$ cat config.mk
export PLATFORM = sky130hd
export DESIGN_NAME = mfm_top
export DESIGN_NICKNAME = d
export VERILOG_FILES = /design/src/mfm_pkg.sv /design/src/mfm_rx_check.sv /design/src/mfm_top.sv
export SDC_FILE = /design/constraint.sdc
export NUM_CORES = 1
export LEC_CHECK = 0
export BUFFER_PORTS_ARGS = -buffer_cell sky130_fd_sc_hd__buf_4
export CORE_MARGIN = 3
export CORE_UTILIZATION = 53
export CTS_CLUSTER_SIZE = 24
export DETAILED_ROUTE_END_ITERATION = 10
export GPL_TIMING_DRIVEN = 0
export PLACE_DENSITY = 0.87
export SKIP_CTS_REPAIR_TIMING = 1
export SLEW_MARGIN = 20
export SYNTH_ARGS = -nofsm -noshare
export SYNTH_HDL_FRONTEND = slang
export SYNTH_SLANG_ARGS = --single-unit
$ cat constraint.sdc
create_clock -name sys_clk -period 1.92 [get_ports sys_clk]
set_input_delay 0.192 -clock sys_clk [delete_from_list [all_inputs] [get_ports sys_clk]]
set_output_delay 0.192 -clock sys_clk [all_outputs]
set_load 0.005 [all_outputs]
$ cat src/mfm_pkg.sv
// Shared constants and carrier types for the multiframe maintenance messaging block.
// Assumes one 200 MHz clock and multiframe timing strobes from the framing logic.
package mfm_pkg;
  localparam int unsigned CLK_MHZ = 200;
  localparam int unsigned MF_PER_SIX = 6;
  localparam logic [2:0] MF_LAST_IN_SIX = 3'h5;
  localparam logic [1:0] VALID_COUNT = 2'h3;
  localparam logic [4:0] FRAMES_PER_MF = 5'h14;
  localparam logic [3:0] IDLE_NT_WORD = 4'h0;
  localparam logic [3:0] IDLE_TE_WORD = 4'hf;
  localparam logic [3:0] WORD_POWER_LOSS = 4'hf;
  localparam logic [3:0] WORD_POWER_LOSS_Q = 4'h0;
  localparam logic [3:0] WORD_FAR_END_VIOL = 4'he;
  localparam logic [3:0] WORD_SELF_TEST_PASS = 4'h2;
  localparam logic [3:0] WORD_SELF_TEST_FAIL = 4'h1;
  localparam logic [3:0] WORD_DISRUPTIVE = 4'h3;
  localparam logic [3:0] WORD_IDLE_SC1 = 4'h0;
  localparam logic [3:0] WORD_LOSS_SIGNAL = 4'ha;
  localparam logic [3:0] WORD_Q_SELF_TEST = 4'h1;
  localparam logic [3:0] WORD_Q_LB1 = 4'h7;
  localparam logic [3:0] WORD_Q_LB2 = 4'hb;
  localparam logic [3:0] WORD_Q_LB12 = 4'h3;
  localparam logic [3:0] WORD_Q_IDLE = 4'hf;
  localparam logic [1:0] HP_DEPTH = 2'h2;

  // Received multiframe words: the sc1q word and the sc2 word of that multiframe.
  typedef struct packed {
    logic [3:0] sc1q;
    logic [3:0] sc2;
  } mfm_rx_s;

  typedef enum logic {MFM_NT, MFM_TE} mfm_mode_e;
endpackage : mfm_pkg

$ cat src/mfm_rx_check.sv
// Receive word checker: validates one 4-bit maintenance word per multiframe.
// Assumes mf_end pulses once per multiframe with the word valid on that cycle.
`timescale 1ns/100ps
module mfm_rx_check (
  input wire logic sys_clk,
  input wire logic srst,
  input wire logic mf_end,
  input wire logic [3:0] word,
  input wire logic validate,
  input wire logic needs_three,
  output logic raise
);
  logic [3:0] last_word;
  logic [1:0] same_count;
  logic reported;
  logic changed;

  assign changed = (word != last_word);

  // History of the previous word and run length of identical receptions.
  always_ff @(posedge sys_clk)
  begin
    if (srst)
    begin
      last_word <= 4'h0;
      same_count <= 2'h0;
    end
    else if (mf_end)
    begin
      last_word <= word;
      if (changed)
        same_count <= 2'h1;
      else if (same_count != mfm_pkg::VALID_COUNT)
        same_count <= same_count + 2'h1;
    end
  end

  // One report per word: repeats stay silent until the word changes.
  always_ff @(posedge sys_clk)
  begin
    if (srst)
    begin
      raise <= 1'b0;
      reported <= 1'b0;
    end
    else
    begin
      raise <= 1'b0;
      if (mf_end)
      begin
        if (!validate)
        begin
          raise <= changed;
          reported <= 1'b0;
        end
        else if (changed)
        begin
          raise <= !needs_three;
          reported <= !needs_three;
        end
        else if (!reported && (!needs_three || same_count == 2'h2))
        begin
          raise <= 1'b1;
          reported <= 1'b1;
        end
      end
    end
  end

  a_change_raise: assert property (@(posedge sys_clk) disable iff (srst)
    (mf_end && !validate && changed) |=> raise) else $error("change not reported");

  a_three_wait: assert property (@(posedge sys_clk) disable iff (srst)
    (mf_end && validate && needs_three && changed) |=> !raise) else $error("threefold word reported early");
endmodule : mfm_rx_check

$ cat src/mfm_top.sv
// Multiframe maintenance messaging: transmit word selection, receive checks, error detector.
// Assumes framing logic supplies frame and multiframe strobes and violation flags.
`timescale 1ns/100ps
module mfm_top (
  input wire logic sys_clk,
  input wire logic srst,
  input wire logic te_mode,
  input wire logic frame_start,
  input wire logic q_frame,
  input wire logic mf_boundary,
  input wire logic code_violation,
  input wire logic balance_error,
  input wire mfm_pkg::mfm_rx_s rx_word,
  input wire logic high_priority_load,
  input wire logic [3:0] high_priority_tx_word,
  input wire logic low_priority_load,
  input wire logic [3:0] low_priority_tx_word,
  input wire logic second_load,
  input wire logic [3:0] second_subchannel_tx_word,
  input wire logic six_multiframe_count_enable,
  input wire logic single_multiframe_count_enable,
  input wire logic validation_enable_command,
  input wire logic validation_disable_command,
  input wire logic interrupt_unmask_command,
  input wire logic irq_read,
  output logic [3:0] tx_sc1q_word,
  output logic [3:0] tx_sc2_word,
  output logic high_priority_full,
  output logic primary_word_received_irq,
  output logic second_subchannel_received_irq,
  output logic multiframe_error_irq,
  output logic multiframe_count_irq
);
  logic [3:0] hp_slot [2];
  logic [1:0] hp_count;
  logic [3:0] lp_word;
  logic [3:0] sc2_word;
  logic [2:0] six_count;
  logic validate;
  logic err_unmasked;
  logic mf_had_error;
  logic primary_raise;
  logic second_raise;
  logic primary_three;
  logic next_err_hit;
  logic hp_take;

  // ---------------------------------------------------------------
  // Controller settings
  // ---------------------------------------------------------------

  // Validation mode and error mask; disable wins over a same-cycle enable.
  always_ff @(posedge sys_clk)
  begin
    if (srst)
    begin
      validate <= 1'b0;
      err_unmasked <= 1'b0;
    end
    else
    begin
      if (validation_disable_command)
        validate <= 1'b0;
      else if (validation_enable_command)
        validate <= 1'b1;
      if (interrupt_unmask_command)
        err_unmasked <= 1'b1;
    end
  end

  // ---------------------------------------------------------------
  // Transmit words
  // ---------------------------------------------------------------

  assign hp_take = mf_boundary && (hp_count != 2'h0);
  assign high_priority_full = (hp_count == mfm_pkg::HP_DEPTH);

  // two-deep high queue
  // Loads when full are dropped so an older one-shot is never overwritten.
  always_ff @(posedge sys_clk)
  begin
    if (srst)
    begin
      hp_count <= 2'h0;
      hp_slot[0] <= 4'h0;
      hp_slot[1] <= 4'h0;
    end
    else
    begin
      if (hp_take)
        hp_slot[0] <= hp_slot[1];
      if (high_priority_load && !high_priority_full)
        hp_slot[(hp_count - {1'b0, hp_take}) == 2'h0 ? 0 : 1] <= high_priority_tx_word;
      hp_count <= hp_count + {1'b0, high_priority_load && !high_priority_full} - {1'b0, hp_take};
    end
  end

  // Low-priority word holds until the controller replaces it.
  always_ff @(posedge sys_clk)
  begin
    if (srst)
      lp_word <= mfm_pkg::IDLE_NT_WORD;
    else if (low_priority_load)
      lp_word <= low_priority_tx_word;
  end

  always_ff @(posedge sys_clk)
  begin
    if (srst)
      tx_sc1q_word <= mfm_pkg::IDLE_NT_WORD;
    else if (mf_boundary)
      tx_sc1q_word <= hp_take ? hp_slot[0] : lp_word;
  end

  always_ff @(posedge sys_clk)
  begin
    if (srst)
      six_count <= 3'h0;
    else if (mf_boundary)
      six_count <= (six_count == mfm_pkg::MF_LAST_IN_SIX) ? 3'h0 : six_count + 3'h1;
  end

  // SC2 word latched only on six-boundaries while six-count is on and single-count off, so a word is sent six times; else every multiframe.
  always_ff @(posedge sys_clk)
  begin
    if (srst)
    begin
      sc2_word <= 4'h0;
      tx_sc2_word <= 4'h0;
    end
    else
    begin
      if (second_load)
        sc2_word <= second_subchannel_tx_word;
      if (mf_boundary && (six_count == 3'h0 || single_multiframe_count_enable || !six_multiframe_count_enable))
        tx_sc2_word <= sc2_word;
    end
  end

  // ---------------------------------------------------------------
  // Receive validation
  // ---------------------------------------------------------------

  always_comb
  begin
    if (te_mode)
      primary_three = (rx_word.sc1q == mfm_pkg::WORD_SELF_TEST_PASS) ||
                      (rx_word.sc1q == mfm_pkg::WORD_SELF_TEST_FAIL) ||
                      (rx_word.sc1q == mfm_pkg::WORD_DISRUPTIVE) ||
                      (rx_word.sc1q == mfm_pkg::WORD_IDLE_SC1) ||
                      (rx_word.sc1q == mfm_pkg::WORD_LOSS_SIGNAL);
    else
      primary_three = (rx_word.sc1q == mfm_pkg::WORD_Q_SELF_TEST) ||
                      (rx_word.sc1q == mfm_pkg::WORD_Q_LB1) ||
                      (rx_word.sc1q == mfm_pkg::WORD_Q_LB2) ||
                      (rx_word.sc1q == mfm_pkg::WORD_Q_LB12) ||
                      (rx_word.sc1q == mfm_pkg::WORD_Q_IDLE);
  end

  mfm_rx_check u_primary (
    .sys_clk(sys_clk),
    .srst(srst),
    .mf_end(mf_boundary),
    .word(rx_word.sc1q),
    .validate(validate),
    .needs_three(primary_three),
    .raise(primary_raise)
  );

  mfm_rx_check u_second (
    .sys_clk(sys_clk),
    .srst(srst),
    .mf_end(mf_boundary),
    .word(rx_word.sc2),
    .validate(validate),
    .needs_three(1'b1),
    .raise(second_raise)
  );

  // ---------------------------------------------------------------
  // Multiframe error detector
  // ---------------------------------------------------------------

  assign next_err_hit = balance_error || (code_violation && (te_mode || !q_frame));

  always_ff @(posedge sys_clk)
  begin
    if (srst)
      mf_had_error <= 1'b0;
    else if (mf_boundary)
      mf_had_error <= 1'b0; // A hit on the boundary belongs to the ending multiframe, counted below.
    else if (next_err_hit)
      mf_had_error <= 1'b1;
  end

  // ---------------------------------------------------------------
  // Interrupt flags
  // ---------------------------------------------------------------

  // read clears
  // A new event in the read cycle wins, so nothing is lost.
  always_ff @(posedge sys_clk)
  begin
    if (srst)
    begin
      primary_word_received_irq <= 1'b0;
      second_subchannel_received_irq <= 1'b0;
      multiframe_error_irq <= 1'b0;
      multiframe_count_irq <= 1'b0;
    end
    else
    begin
      primary_word_received_irq <= primary_raise || (primary_word_received_irq && !irq_read);
      second_subchannel_received_irq <= second_raise || (second_subchannel_received_irq && !irq_read);
      multiframe_error_irq <= (mf_boundary && (mf_had_error || next_err_hit) && err_unmasked) ||
                              (multiframe_error_irq && !irq_read);
      multiframe_count_irq <= (mf_boundary && (single_multiframe_count_enable ||
                              (six_multiframe_count_enable && six_count == mfm_pkg::MF_LAST_IN_SIX))) ||
                              (multiframe_count_irq && !irq_read);
    end
  end

  a_error_masked: assert property (@(posedge sys_clk) disable iff (srst)
    !err_unmasked |=> !multiframe_error_irq) else $error("error irq while masked");

  a_high_then_low: assert property (@(posedge sys_clk) disable iff (srst)
    (mf_boundary && hp_count == 2'h0 && !low_priority_load) |=> tx_sc1q_word == $past(lp_word))
    else $error("low word not sent");

  a_flag_holds: assert property (@(posedge sys_clk) disable iff (srst)
    (primary_word_received_irq && !irq_read) |=> primary_word_received_irq)
    else $error("primary flag lost");

  a_queue_bound: assert property (@(posedge sys_clk) disable iff (srst)
    hp_count <= mfm_pkg::HP_DEPTH) else $error("high queue overflow");

  a_one_shot: assert property (@(posedge sys_clk) disable iff (srst)
    hp_take |=> tx_sc1q_word == $past(hp_slot[0])) else $error("high word not sent");

  a_sc2_six: assert property (@(posedge sys_clk) disable iff (srst)
    (mf_boundary && six_multiframe_count_enable && !single_multiframe_count_enable && six_count != 3'h0)
    |=> $stable(tx_sc2_word)) else $error("sc2 word changed mid period");

  a_error_flag: assert property (@(posedge sys_clk) disable iff (srst)
    (mf_boundary && err_unmasked && mf_had_error) |=> multiframe_error_irq)
    else $error("error irq missing");

  a_count_single: assert property (@(posedge sys_clk) disable iff (srst)
    (mf_boundary && single_multiframe_count_enable) |=> multiframe_count_irq)
    else $error("count irq missing");
endmodule : mfm_top

==> reports/metrics.csv <==
stage,metric,value,unit
synthesis,synth unique cells,43,
timing,Final Setup Violations,0,
cts,clock sink count,52,
worst_setup_path,CP most frequent cell,ha_1,
worst_setup_path,critical path arrival,1.97,ns
pwr,peak supply drop,574.1,uV
cts,CTS buffer count,5,
timing,clk_skew,0.003832,ns
pwr,leakage,1.246,nW
timing,final hold violation count,0,
floorplan,Die Width,72.21,um
cells_and_area,Antenna Cells,0,
drt,first-pass detailed-route iteration total,4,
drt,Initial DRC Count,107,
pwr,Int Power,1.809,mW
synthesis,Yosys reg bits,52,
worst_setup_path,"delay-heaviest family, CP",adder cells,
placement,DP Worst Slack,0.06204,ns
floorplan,Die Height,72.21,um
drt,residual DRC count,0,
run_status,status,completed,
cts,clock slew at reported path FFs,0.09,ns
timing,Achievable Freq,556.4,MHz
worst_setup_path,Crit Path Category,flop to flop,
worst_setup_path,largest fanout on the critical path,7,
run,max cap viols,0,
pwr,switching share of power,26.21,%
grt,initial antenna violation count,0,
cells_and_area,"commonest non-fill, non-tap cell in the layout",buf_4,
synthesis,synthesized area,2323,um2
grt,largest net degree at the start of global routing,16,
cells_and_area,most frequent cells in the layout,"45 x buf_4, 43 x dfxtp_1, 40 x nor2_1",
timing,Final Cycle Share,93.61,%
cells_and_area,Area Growth Syn to Fin,22.02,%
worst_setup_path,"Buf+Inv Stages, Crit Path",1,
timing,actual slew at the worst max-slew pin,0.5546,ns
synthesis,asr flop ratio synth,0,%
worst_setup_path,worst endpoint required time,2.09,ns
cts,clock latency on the worst-skew pair,0.30,ns
pwr,Total Power,2.451,mW
floorplan,row count,23,
cells_and_area,nets,332,
timing,Max Transition Viols Final,0,
timing,Slew headroom,63.03,%
cts,Max Buffers Root-to-Sink,2,
synthesis,Mapped Avg Cell Area,9.804,um2
placement,DP HPWL,3484,um
synthesis,cells after synthesis,237,
pwr,Net Switching,0.6426,mW
placement,IO Port Bufs,45,
synthesis,"Top FF cell, synth",dfxtp_1,
floorplan,I/O pins,50,
cts,root buffer cell,clkbuf_8,
drt,antenna-violating nets left,0,
floorplan,die area,5214,um2
timing,"Worst Setup Slack, final",0.1227,ns
synthesis,post-synthesis sequential area ratio,48.25,%
grt,first-pass GRT wire length,7962,um
floorplan,initial core utilization,56.46,%
drt,vias,1821,
synthesis,Syn Nets,280,
cts,CTS tree,built,
timing,crit path time final,1.797,ns
worst_setup_path,max incr delay on CP,0.39,ns
pwr,Combinational Power Share,17.7,%
pwr,clock share of power,29.9,%
cells_and_area,share of layout cells above drive strength 1,22.76,%
timing,Setup TNS,0,ns
worst_setup_path,crit path max-delay cell type,dfxtp_1,
worst_hold_path,worst min-delay path category,input pin to flop,
drt,Routed WL per cell,14.02,um
grt,grt ovf,0,
grt,number of global-route vias before repair,1823,
worst_setup_path,Setup crit start kind,flop,
synthesis,number of warnings issued by yosys,0,
synthesis,Post-synth EDFFs,8,
grt,GRT Total Usage,19.33,%
timing,worst hold slack,0.04072,ns
cts,Max H-tree Level,2,
worst_setup_path,CP Cell Sequence,nor2_2 > nor2b_1 > ha_1 > inv_1 > ha_1 > xor2_1 > xnor2_1 > nor2_1,
worst_setup_path,Worst setup EP type,flop,
drt,Total Wirelength,4767,um
drt,Via-to-Cell Ratio,5.356,
pwr,Flop pwr share,52.4,%
pwr,PD cells,864.6,nW/um2
floorplan,Core Area,4115,um2
placement,Final Wtd Congestion,0.7916,
==> metal layers <==
| metal | wire, um | global-route usage [%] | part of all wire [%] | vias up |
|---|---|---|---|---|
| li1 | - | - | - | 915 |
| met1 | 2017 | 21.92 | 42 | 853 |
| met2 | 2436 | 34.68 | 51 | 42 |
| met3 | 195 | 4.709 | 4.1 | 11 |
| met4 | 118 | 7.516 | 2.5 | 0 |
| met5 | 0 | 0 | 0 | - |
==> worst paths after layout <==
check	slack [ns]	startpoint	depth (start not counted)	to
hold / removal	0.04	validation_disable_command	2	validate
hold reg to reg	0.45	u_primary.raise	2	primary_word_received_irq
setup reg to reg	0.12	hp_count[1]	8	hp_count[1]
setup / recovery	0.12	hp_count[1]	8	hp_count[1]
==> Yosys cell counts, drive strengths merged (2+ instances only) <==
| master | n | share of area (%) |
|---|---|---|
| o21ai | 14 | 3.0 |
| nand3 | 4 | 0.86 |
| ha | 6 | 3.2 |
| mux2i | 22 | 9.5 |
| buf | 4 | 1.7 |
| xor2 | 9 | 3.4 |
| nand2b | 5 | 1.3 |
| nor3 | 5 | 1.1 |
| a21boi | 2 | 0.65 |
| xnor2 | 2 | 0.75 |
| nor2b | 4 | 1.1 |
| clkbuf | 7 | 1.1 |
| nand2 | 10 | 1.7 |
| a211oi | 2 | 0.65 |
| and2 | 4 | 1.1 |
| a21oi | 9 | 2.1 |
| o32ai | 2 | 1.1 |
| a311oi | 4 | 1.5 |
| inv | 12 | 1.9 |
| dfxtp | 44 | 38 |
| edfxtp | 8 | 10 |
| nand3b | 3 | 1.1 |
| nor3b | 2 | 0.86 |
| nor2 | 41 | 6.6 |
| nor4 | 2 | 1.8 |
==> through the flow <==
stage | util [%] | area, um2 | std cells
after detailed placement | 66.19 | 2724 | 332
after global placement | 66.19 | 2724 | 332
final | 68.90 | 2835 | 340
after floorplan | - | 2323 | 237
after global routing | 68.90 | 2835 | 340
after CTS | 68.81 | 2831 | 340
==> power by group through the flow <==
stage	registers, mW	clock network [mW]	logic (mW)
6_report	1.28	0.733	0.434
5_1_grt	1.30	0.788	0.481
4_1_cts	1.28	0.748	0.431
3_5_place_dp	1.30	0	0.426
3_3_place_gp	1.30	0	0.413
2_1_floorplan	1.29	0	0.274
==> cells by family after synthesis <==
family / share of synthesized area (%)
flops: 48.25
buf+inv: 4.739
fa+ha+maj: 3.231
simple gates: 19.06
compound gates: 11.09
mux: 9.478
xor+xnor: 4.147
==> final cells by class <==
type                       count  area, um2
multi-input combinational    162       1095
buffer                        11      65.06
tap                           50      62.56
inverter                      12      45.04
clock inverter                 2      35.03
clock buffer                   6      72.57
sequential                    52       1122
timing repair buffer          45      337.8
fill                         327       1280
==> state kept, by name (all words and copies together) (netlist names), 3 cells and up <==
signal               count
hp_slot                  8
sc2_word                 4
six_count                3
tx_sc1q_word             4
u_second.last_word       4
lp_word                  4
u_primary.last_word      4
tx_sc2_word              4
==> worst register-to-register path, cell delays in order (launching register included) <==
cell	delay (ns)
dfxtp_1	0.39
nor2_2	0.26
nor2b_1	0.10
ha_1	0.30
inv_1	0.06
ha_1	0.16
xor2_1	0.20
xnor2_1	0.15
nor2_1	0.06
No activity file was read; power rests on OpenSTA's default activity.
